File: config.mk
export PLATFORM = sky130hd
export DESIGN_NAME = bta_unit
export DESIGN_NICKNAME = d
export VERILOG_FILES = /design/src/bta_pkg.sv /design/src/bta_unit.sv
export VERILOG_INCLUDE_DIRS = /design/src
export SDC_FILE = /design/constraint.sdc
export NUM_CORES = 1
export LEC_CHECK = 0
export ABC_AREA = 0
export ABC_CLOCK_PERIOD_IN_PS = 3790
export BUFFER_PORTS_ARGS = -buffer_cell sky130_fd_sc_hd__buf_2
export CAP_MARGIN = 10
export CELL_PAD_IN_SITES_DETAIL_PLACEMENT = 0
export CELL_PAD_IN_SITES_GLOBAL_PLACEMENT = 1
export CORE_MARGIN = 4
export CORE_UTILIZATION = 39
export CTS_CLUSTER_SIZE = 24
export DETAILED_ROUTE_END_ITERATION = 6
export MAX_ROUTING_LAYER = met4
export PLACE_DENSITY = 0.89
export SLEW_MARGIN = 40
export SYNTH_ARGS = -nofsm -noshare
export SYNTH_HDL_FRONTEND = slang
export SYNTH_SLANG_ARGS = --single-unit
export TNS_END_PERCENT = 1
File: constraint.sdc
create_clock -name core_clk_in -period 3.79 [get_ports core_clk_in]
set_clock_uncertainty 0.2 [all_clocks]
set_input_delay 0.379 -clock core_clk_in [delete_from_list [all_inputs] [get_ports core_clk_in]]
set_output_delay 0.379 -clock core_clk_in [all_outputs]
set_load 0.02 [all_outputs]
File: src/bta_consts.svh
// Constants for the branch target address unit
`ifndef BTA_CONSTS_SVH
`define BTA_CONSTS_SVH
// ----------------------------------------
// Address constants
// ----------------------------------------
`define BTA_PC_W         16
`define BTA_RST_VEC_LO   16'h0000
`define BTA_RST_VEC_HI   16'h0001
`define BTA_PAGE_BASE    16'h0800
`define BTA_PAGE_MASK    16'h07ff
`define BTA_VEC_BASE     16'h0040
`define BTA_VEC_LAST     16'h007f
`endif

File: src/bta_pkg.sv
// Types for the branch target address unit
package bta_pkg;
  // ----------------------------------------
  // Next-address selection
  // ----------------------------------------
  typedef enum logic [2:0] {
    BTA_SEQ   = 3'h0,  // Sequential
    BTA_REL   = 3'h1,  // Relative branch
    BTA_ABS   = 3'h3,  // Absolute branch or call
    BTA_PAGE  = 3'h2,  // Short page call
    BTA_TABLE = 3'h6,  // Table vector call
    BTA_REG   = 3'h7   // Register jump
  } bta_sel_e;

  // Unit sequencer states
  typedef enum logic [1:0] {
    BTA_ST_VLO = 2'h0,  // Reading reset vector low byte
    BTA_ST_VHI = 2'h1,  // Reading reset vector or table entry high byte
    BTA_ST_RUN = 2'h3,  // Normal operation
    BTA_ST_TLO = 2'h2   // Waiting on table entry
  } bta_state_e;
endpackage : bta_pkg

File: src/bta_unit.sv
// Program counter and branch target address unit
`timescale 1ns/1ns
`default_nettype none
`include "bta_consts.svh"
module bta_unit (
  input  wire logic                   core_clk_in,       // 125 MHz core clock
  input  wire logic                   arst_n_in,         // Async reset, active low
  input  wire logic                   step_in,           // Decoder: instruction retires
  input  wire bta_pkg::bta_sel_e      sel_in,            // Decoder: address mode
  input  wire logic [2:0]             instr_len_in,      // Decoder: instruction bytes
  input  wire logic                   taken_in,          // Decoder: branch taken
  input  wire logic [7:0]             branch_displacement_in,
  input  wire logic [15:0]            absolute_target_in,
  input  wire logic [10:0]            page_target_in,
  input  wire logic [7:0]             opcode_imm_in,     // Immediate field holding vector index
  input  wire logic [15:0]            accumulator_pair_in,
  input  wire logic [7:0]             mem_data_in,       // Program memory read data
  output logic [15:0]                 mem_addr_out,      // Program memory read address
  output logic                        mem_rd_out,        // Program memory read strobe
  output logic [15:0]                 pc_out,            // Program counter
  output logic                        ready_out          // Unit accepts steps
);
  import bta_pkg::*;

  // Steps are honoured only in the run state; the decoder watches ready_out
  // A table call stalls the core for three extra cycles while the entry is read
  // Limitation: program memory must answer one cycle after the address
  // Trade-off: one adder chain serves both sequential and relative targets

  bta_state_e  state_r;         // Sequencer state
  logic [15:0] pc_r;            // Program counter
  logic [7:0]  lo_r;            // Low byte of a fetched vector
  logic [15:0] seq_addr;        // Start of following instruction
  logic [15:0] rel_addr;        // Relative target
  logic [15:0] disp_ext;        // Sign-extended displacement
  logic [15:0] vec_addr;        // Vector entry address
  logic [4:0]  vector_index;    // Table index

  // ----------------------------------------
  // Target arithmetic
  // ----------------------------------------
  // Combinational targets; all adds are 16 bits so carry drops
  always_comb begin
    seq_addr     = pc_r + {13'h0000, instr_len_in};
    disp_ext     = {{8{branch_displacement_in[7]}}, branch_displacement_in};
    rel_addr     = seq_addr + disp_ext;
    vector_index = opcode_imm_in[5:1];
    vec_addr     = `BTA_VEC_BASE | {10'h000, vector_index, 1'b0};
  end

  // ----------------------------------------
  // Sequencer
  // ----------------------------------------
  // Reset fetches the vector; table calls take two reads
  always_ff @(posedge core_clk_in or negedge arst_n_in) begin
    if (!arst_n_in) begin
      state_r <= BTA_ST_VLO;
      pc_r    <= 16'h0000;
      lo_r    <= 8'h00;
    end else begin
      unique case (state_r)
        // First cycle after reset: capture the vector low byte
        BTA_ST_VLO: begin
          lo_r    <= mem_data_in;      // Low byte at reset vector
          state_r <= BTA_ST_VHI;
        end
        // High byte arrives: reset vector or table entry completes the PC
        BTA_ST_VHI: begin
          pc_r    <= {mem_data_in, lo_r};
          state_r <= BTA_ST_RUN;
        end
        // Table entry low byte is on the bus this cycle
        BTA_ST_TLO: begin
          lo_r    <= mem_data_in;      // Low byte of entry
          state_r <= BTA_ST_VHI;       // High byte then loads PC
        end
        // Normal running: one retiring instruction per step
        BTA_ST_RUN: begin
          if (step_in) begin
            if (!taken_in) begin
              pc_r <= seq_addr;
            end else begin
              unique case (sel_in)
                BTA_REL:   pc_r <= rel_addr;
                BTA_ABS:   pc_r <= absolute_target_in;
                BTA_PAGE:  pc_r <= `BTA_PAGE_BASE | {5'h00, page_target_in};
                BTA_TABLE: state_r <= BTA_ST_TLO;
                BTA_REG:   pc_r <= accumulator_pair_in;
                default:   pc_r <= seq_addr;  // Sequential code taken flag
              endcase
            end
          end
        end
      endcase
    end
  end

  // ----------------------------------------
  // Memory port
  // ----------------------------------------
  // Registered address so output comes from a flop; one-cycle read latency assumed
  always_ff @(posedge core_clk_in or negedge arst_n_in) begin
    if (!arst_n_in) begin
      mem_addr_out <= `BTA_RST_VEC_LO;
      mem_rd_out   <= 1'b1;
    end else begin
      unique case (state_r)
        // Vector fetch after reset: move on to the high byte
        BTA_ST_VLO: begin
          mem_addr_out <= (mem_addr_out == `BTA_RST_VEC_LO) ? `BTA_RST_VEC_HI : vec_addr + 16'h0001;
          mem_rd_out   <= 1'b1;
        end
        // Run, high byte or table entry: follow or start a read
        default: begin
          mem_addr_out <= (step_in && taken_in && sel_in == BTA_TABLE && state_r == BTA_ST_RUN)
                          ? vec_addr : mem_addr_out + 16'h0001;
          mem_rd_out   <= (state_r == BTA_ST_RUN && step_in && taken_in && sel_in == BTA_TABLE)
                          || state_r == BTA_ST_TLO;
        end
      endcase
    end
  end

  // ----------------------------------------
  // Registered outputs
  // ----------------------------------------
  // pc_out trails pc_r by one cycle; ready_out drops on the table-call edge
  always_ff @(posedge core_clk_in or negedge arst_n_in) begin
    if (!arst_n_in) begin
      pc_out    <= 16'h0000;
      ready_out <= 1'b0;
    end else begin
      pc_out    <= pc_r;
      ready_out <= (state_r == BTA_ST_RUN) && !(step_in && taken_in && sel_in == BTA_TABLE);
    end
  end

  // ----------------------------------------
  // Checks
  // ----------------------------------------
  // Concurrent checks, all held off while reset is low
  // They watch the registered PC and the memory port against the decoder inputs

  // ----------------------------------------
  // Reset vector fetch
  // ----------------------------------------
  // The two vector bytes come from fixed addresses, low byte first
  reset_vec_a: assert property (@(posedge core_clk_in) disable iff (!arst_n_in)
    (state_r == BTA_ST_VLO) |-> (mem_addr_out == `BTA_RST_VEC_LO && mem_rd_out)
      ##1 (mem_addr_out == `BTA_RST_VEC_HI && mem_rd_out) ##1 (pc_r == {$past(mem_data_in), $past(lo_r)}))
    else $error("reset vector fetch wrong");

  // A step offered while a vector is read must leave the PC alone
  step_refused_a: assert property (@(posedge core_clk_in) disable iff (!arst_n_in)
    (state_r == BTA_ST_VLO || state_r == BTA_ST_TLO) |=> pc_r == $past(pc_r))
    else $error("step taken during fetch");

  // ----------------------------------------
  // Sequential and relative targets
  // ----------------------------------------
  // Not taken advances by the instruction length
  seq_step_a: assert property (@(posedge core_clk_in) disable iff (!arst_n_in)
    (state_r == BTA_ST_RUN && step_in && !taken_in) |=> pc_r == $past(pc_r) + 16'($past(instr_len_in)))
    else $error("sequential step wrong");

  // Taken with the sequential code also just advances
  taken_seq_a: assert property (@(posedge core_clk_in) disable iff (!arst_n_in)
    (state_r == BTA_ST_RUN && step_in && taken_in && sel_in == BTA_SEQ)
      |=> pc_r == $past(pc_r) + 16'($past(instr_len_in)))
    else $error("sequential code not advanced");

  // Relative target is the following instruction plus displacement
  rel_target_a: assert property (@(posedge core_clk_in) disable iff (!arst_n_in)
    (state_r == BTA_ST_RUN && step_in && taken_in && sel_in == BTA_REL) |=> pc_r == $past(rel_addr))
    else $error("relative target wrong");

  // Checked on the loaded PC so a wrong sign fill cannot hide
  sign_ext_a: assert property (@(posedge core_clk_in) disable iff (!arst_n_in)
    (state_r == BTA_ST_RUN && step_in && taken_in && sel_in == BTA_REL)
      |=> 16'(pc_r - $past(seq_addr)) == {{8{$past(branch_displacement_in[7])}}, $past(branch_displacement_in)})
    else $error("sign extension wrong");

  // ----------------------------------------
  // Absolute, page and register targets
  // ----------------------------------------
  // Absolute immediate lands unchanged
  abs_load_a: assert property (@(posedge core_clk_in) disable iff (!arst_n_in)
    (state_r == BTA_ST_RUN && step_in && taken_in && sel_in == BTA_ABS) |=> pc_r == $past(absolute_target_in))
    else $error("absolute target wrong");

  // Page call can never leave the fixed page
  page_range_a: assert property (@(posedge core_clk_in) disable iff (!arst_n_in)
    (state_r == BTA_ST_RUN && step_in && taken_in && sel_in == BTA_PAGE) |=> pc_r[15:11] == 5'h01)
    else $error("page call out of page");

  // Register jump copies the pair as it stood at the step
  reg_jump_a: assert property (@(posedge core_clk_in) disable iff (!arst_n_in)
    (state_r == BTA_ST_RUN && step_in && taken_in && sel_in == BTA_REG) |=> pc_r == $past(accumulator_pair_in))
    else $error("register jump wrong");

  // ----------------------------------------
  // Table vector call
  // ----------------------------------------
  // Entry address follows the index field, two bytes per entry
  vec_index_a: assert property (@(posedge core_clk_in) disable iff (!arst_n_in)
    (state_r == BTA_ST_RUN && step_in && taken_in && sel_in == BTA_TABLE)
      |=> mem_addr_out == `BTA_VEC_BASE + {10'h000, $past(opcode_imm_in[5:1]), 1'b0})
    else $error("vector index wrong");

  // Both entry reads stay inside the vector table, low byte even
  vec_range_a: assert property (@(posedge core_clk_in) disable iff (!arst_n_in)
    (state_r == BTA_ST_RUN && step_in && taken_in && sel_in == BTA_TABLE)
      |=> (mem_rd_out && !mem_addr_out[0] && mem_addr_out >= `BTA_VEC_BASE && mem_addr_out < `BTA_VEC_LAST)
      ##1 (mem_rd_out && mem_addr_out <= `BTA_VEC_LAST))
    else $error("vector entry out of table");

  // Entry bytes land in the PC once the high byte is read
  table_load_a: assert property (@(posedge core_clk_in) disable iff (!arst_n_in)
    (state_r == BTA_ST_RUN && step_in && taken_in && sel_in == BTA_TABLE)
      |=> ##2 pc_r == {$past(mem_data_in), $past(lo_r)})
    else $error("table call load wrong");

  // ----------------------------------------
  // Handshake
  // ----------------------------------------
  // Ready stays low while any fetch is under way
  ready_drop_a: assert property (@(posedge core_clk_in) disable iff (!arst_n_in)
    (state_r != BTA_ST_RUN || (step_in && taken_in && sel_in == BTA_TABLE)) |=> !ready_out)
    else $error("ready high during fetch");

  // Memory is only read while a vector or entry is fetched
  rd_quiet_a: assert property (@(posedge core_clk_in) disable iff (!arst_n_in)
    mem_rd_out |-> state_r != BTA_ST_RUN)
    else $error("memory read outside fetch");
endmodule : bta_unit
`default_nettype wire

* Yosys cells after proc, flatten, opt, wreduce, memory -nomap -nowiden *
Cells that the tools add are included.

storage, ports and cells
  flip-flop bits (word level) = 60
  bits of input ports = 77
  output and inout port bits = 34
  word-level logic and storage cells = 50

operators by class
  add/sub/neg operators = 4
  equal/unequal tests = 12
  muxes and demuxes = 12
  reduce and logical (&&, ||, !) cells = 15

operators with widths
  cell                                                 number
  case mux 16 bit (5 select lines)                     1
  two-way mux 16 bit                                   4
  case mux 16 bit (2 select lines)                     1
  adder 16 x 1 -> 16 bit, second input constant        1
  adder 16 bit                                         1
  adder 16 x 3 -> 16 bit                               1
  logical NOT 16 bit                                   1
  adder 7 x 1 -> 8 bit, second input constant          1
  two-way mux 8 bit                                    1
  logical AND 1 bit                                    7
  equality test 3 x 2 -> 1 bit, second input constant  2
  equality test 3 bit, second input constant           2
  two-way mux 2 bit                                    3
  inequality test 2 bit, second input constant         3
  case mux 2 bit (3 select lines)                      1
  AND reduction 3 bit                                  2
  equality test 2 bit, second input constant           2
  equality test 3 x 1 -> 1 bit, second input constant  1
  inequality test 3 bit, second input constant         1
  equality test 2 x 1 -> 1 bit, second input constant  1
  logical NOT 2 bit                                    1
  nonzero test 2 bit                                   1
  OR reduction 2 bit                                   1
  logical NOT 1 bit                                    1
  other kinds (2)                                      2

* Longest topological paths before layout *
  word-level depth = 6
  mapped depth = 14
  depth with buffers taken out = 14

* Worst setup path after synthesis *
Ideal clock, no wire load.

  path kind = reg-to-reg
  from = register pc_r[2]
  to = register pc_r[14]
  setup time = 126 ps
  arrival time = 2,954 ps
  data required time = 3,464 ps
  slack = 509 ps
  cell stages (with the launch flop) = 15
  buffers on the path = 0
  clock period less this slack = 3,281 ps
  cells stage by stage = dfrtp_1 -> ha_1 -> a21oi_1 -> nand2_1 -> and3_1 -> and3_2 -> xor2_1 -> ha_1 -> a21oi_1 -> nand2_1 -> nor3_1 -> o31ai_1 -> o31a_1 -> nor3_1 -> a211oi_1

between the ends
  word-level cells in the longest chain between the ends = 6

RTL lines
  what                                  line            text
  start: declaration                    bta_unit.sv:31  logic [15:0] pc_r;
  start signal: assignment              bta_unit.sv:69  pc_r <= {mem_data_in, lo_r};
  start signal: assignment              bta_unit.sv:81  pc_r <= seq_addr;
  start signal: assignment              bta_unit.sv:84  BTA_REL: pc_r <= rel_addr;
  adder 16 x 3 -> 16 bit (*)            bta_unit.sv:44  seq_addr = pc_r + {13'h0000, instr_len_in};
  adder 16 bit                          bta_unit.sv:46  rel_addr = seq_addr + disp_ext;
  case mux 16 bit (5 select lines)      bta_unit.sv:83  unique case (sel_in)
  two-way mux 16 bit (*)                bta_unit.sv:80  if (!taken_in) begin
  two-way mux 16 bit (*)                bta_unit.sv:79  if (step_in) begin
  case mux 16 bit (2 select lines) (*)  bta_unit.sv:61  unique case (state_r)

Mark *: on every way between the ends. The rest lies on a longest branch, timed or not. The select of a mux whose other input is x is not followed.
A chain may end at the register's enable or synchronous reset.

* Worst setup path in the final report *
  from = register pc_r[0]
  to = register pc_r[9]

Same word-level chain as after synthesis.

==> results.md <==
- Run status: completed
- Fin util: 49.2%
- FF+latch count, synth: 60
- Drt drc: 0
- Post-synth EDFFs: 0
- Crit path arrival time: 3.59 ns
- Min-Delay Path Class: in2reg
- Drt initial violations: 294
- Router iterations before antenna repair: 5
- Cell count after synthesis: 479
- Boundary pin count: 111
- Largest stage delay on the critical path: 0.41 ns
- Power Dens Cells: 553 nW/um2
- Max FO, Critical Path: 5
- DR WL/cell: 15.9 um
- Hpwl dp: 9.19 mm
- Asr flop ratio synth: 100%
- Final period utilization: 94.4%
- CTS Buf Count: 9
- Buffers plus inverters on the worst setup path: 0
- Die area: 12,300 um2
- P&R area growth vs syn: 22.6%
- Routability congestion estimate: 0.977
- Setup repair bufs after CTS: 0
- Max cap viols: 0
- Top FF cell, synth: dfrtp_1
- Worst path cell trace: ha_1 -> fa_1 -> a21oi_1 -> nor2_1 -> nand3_1 -> xnor2_1 -> ha_1 -> nand2_1 -> o21ai_0 -> a21oi_1 -> xnor2_1 -> a221oi_1 -> nor3_1
- CTS H-tree lvls: 3
- Slew @ Worst Pin: 0.664 ns
- Final net count: 687
- Die W: 111 um
- Initial antenna violation count: 0
- Vias in the first global route: 3,967
- Worst hold start: opcode_imm_in[2]
- Ant diodes: 0
- Worst Setup End Kind: register
- Synth Cell Area: 4150 um2
- Library cells used by synthesis: 64
- Delay-heaviest family, CP: compound AO/OA/AOI/OAI gates
- Pwr Total: 2.81 mW
- Largest net degree at the start of global routing: 42
- # rows: 37
- GRT Util Overall: 19.2%
- Worst-case clock buffer depth: 2
- Unrepaired setup endpoints after global routing: yes
- P_leak: 2.36 nW
- Worst-Skew Late Latency: 0.34 ns
- Syn nets: 578
- Initial core utilization: 40.2%
- Setup-failing EPs final: 0
- DR vias: 4,018
- First-pass GRT wire length: 19.1 mm
- Core area: 10,300 um2
- CP Launch Point: pc_r[0]
- Die Height: 111 um
- Synth Area per Inst: 8.66 um2
- CTS root buf: clkbuf_8
- Gr ovfl total: 0
- Max frequency: 279 MHz
- Minimum clock period: 3.58 ns
- Placed cell count: 712
- Yosys warns: 0
- Seq/Total Area, Yosys: 36.2%
- Worst path slowest cell: dfrtp_1
- Final WL: 11.6 mm
- CTS Sinks: 60
- Port Buffers: 107
- CTS tree: built
- Kind of critical path: reg2reg
- Slew HR: 55.7%
- Clk pin slew, worst setup/hold paths: 0.07 ns
- Vias/cell: 5.51
- Routed Antenna Nets: 0
- CP Launch Type: register
- VDD IR max: 0.214 mV
- Final Slew Violations: 0
- Req. time, crit path: 3.80 ns
- Share of layout cells above drive strength 1: 26.3%
- Fin cells: 729
- Endpoints failing hold: 0
- R2r startpoint: pc_r[0]
through the flow:
step	cell area (um2)	TNS [ns]	setup slack, ns	hold slack (ns)
floorplan	4150	0	0.509	-0.117
global placement	4840	0	0.252	0.215
detailed placement	4850	0	0.185	0.200
CTS	5070	0	0.256	0.0419
global route	5080	-0.0198	-0.0198	0.0619
finish	5080	0	0.211	0.0462
Yosys cell counts, types with 2 or more instances:
| master | instances | share of area (%) |
|---|---|---|
| dfrtp_1 | 59 | 36 |
| nand2_1 | 53 | 4.8 |
| o21ai_0 | 49 | 5.9 |
| nor2_1 | 43 | 3.9 |
| a21oi_1 | 24 | 2.9 |
| nand3_1 | 22 | 2.7 |
| xor2_1 | 22 | 4.6 |
| ha_1 | 20 | 6.0 |
| clkbuf_1 | 13 | 1.2 |
| inv_1 | 13 | 1.2 |
| xnor2_1 | 12 | 2.5 |
| mux2i_1 | 11 | 2.7 |
| nor3_1 | 10 | 1.2 |
| mux2_2 | 8 | 2.2 |
| a211oi_1 | 6 | 1.1 |
| and3_1 | 6 | 0.91 |
| buf_2 | 6 | 0.72 |
| a22oi_1 | 5 | 0.91 |
| nand4_1 | 5 | 0.75 |
| nor3b_1 | 5 | 0.91 |
| nor4_1 | 5 | 0.75 |
| or2_2 | 5 | 0.75 |
| or3_1 | 5 | 0.75 |
| a221oi_1 | 4 | 0.84 |
| a22o_1 | 4 | 0.84 |
| nand2b_1 | 4 | 0.60 |
| o21a_1 | 4 | 0.72 |
| a221o_1 | 3 | 0.72 |
| a31oi_1 | 3 | 0.45 |
| nor2b_1 | 3 | 0.45 |
| o221ai_1 | 3 | 0.63 |
| o22ai_1 | 3 | 0.45 |
| o31ai_1 | 3 | 0.54 |
| a21o_1 | 2 | 0.36 |
| a21oi_2 | 2 | 0.42 |
| a41oi_1 | 2 | 0.42 |
| and2_1 | 2 | 0.30 |
| fa_1 | 2 | 0.97 |
| o2111ai_1 | 2 | 0.42 |
| or2b_1 | 2 | 0.36 |
layout make-up:
cell class | instances | area [um2]
Clock buffer | 12 | 145
Multi-Input combinational cell | 386 | 2520
Fill cell | 1028 | 5240
Timing Repair Buffer | 118 | 623
Tap cell | 136 | 170
Inverter | 13 | 48.8
Clock inverter | 4 | 72.6
Sequential cell | 60 | 1500
power by group:
group	internal, mW	switching, mW
Clock	0.388	0.245
Combinational	0.510	0.706
Sequential	0.795	0.167
final timing paths:
kind                            slack, ns               to  cells past startpoint
worst max-delay path                 0.21          pc_r[9]                     13
worst min-delay path                 0.05  mem_addr_out[2]                      3
worst max register to register       0.21          pc_r[9]                     13
worst min register to register       0.23        pc_out[0]                      0
max in group asynchronous            2.38          lo_r[3]                      3
min in group asynchronous            0.35        pc_out[2]                      2
cell families after synthesis:
group | after synthesis | share of synthesized area (%)
AOI/OAI and AO/OA | 131 | 20.3
xor gates and xnor gates | 34 | 7.18
adders and majority gates | 22 | 7.00
buffers and inverters | 33 | 3.17
DFF | 60 | 36.2
muxes | 19 | 4.83
and+or+nand+nor | 180 | 21.3
placed cells by master, fill, tap and decap left out, drive strengths merged, types with 11 or more instances in the layout:
cell type / n
nor2: 44
nand3: 23
clkbuf: 12
ha: 20
xnor2: 12
inv: 13
a21oi: 26
xor2: 22
dfrtp: 59
o21ai: 50
nand2: 53
mux2i: 11
buf: 117
sequential cells by signal (all words and copies together) (netlist names):
| name | flops |
|---|---|
| state_r | 2 |
| pc_r | 16 |
| ready_out | 1 |
| mem_addr_out | 16 |
| pc_out | 16 |
| lo_r | 8 |
| mem_rd_out | 1 |
worst min-delay path: stages:
cell,delay (ns)
buf_2,0.07
nand2_1,0.03
o21ai_0,0.06
metal layers:
metal | global-route usage (%) | part of all wire [%] | routed length, um
met2 | 30.6 | 47 | 5420
met4 | 6.57 | 1.3 | 145
met5 | - | 0 | 0
met1 | 25.3 | 46 | 5320
met3 | 2.51 | 5.9 | 686
repair_timing:
action | CTS | global route
hold endpoints to repair | 39 | 0
setup endpoints to repair | 0 | 2
hold buffers | 1 | 0
gates resized for setup | 0 | 2
Power figures use the tool's default switching activity.
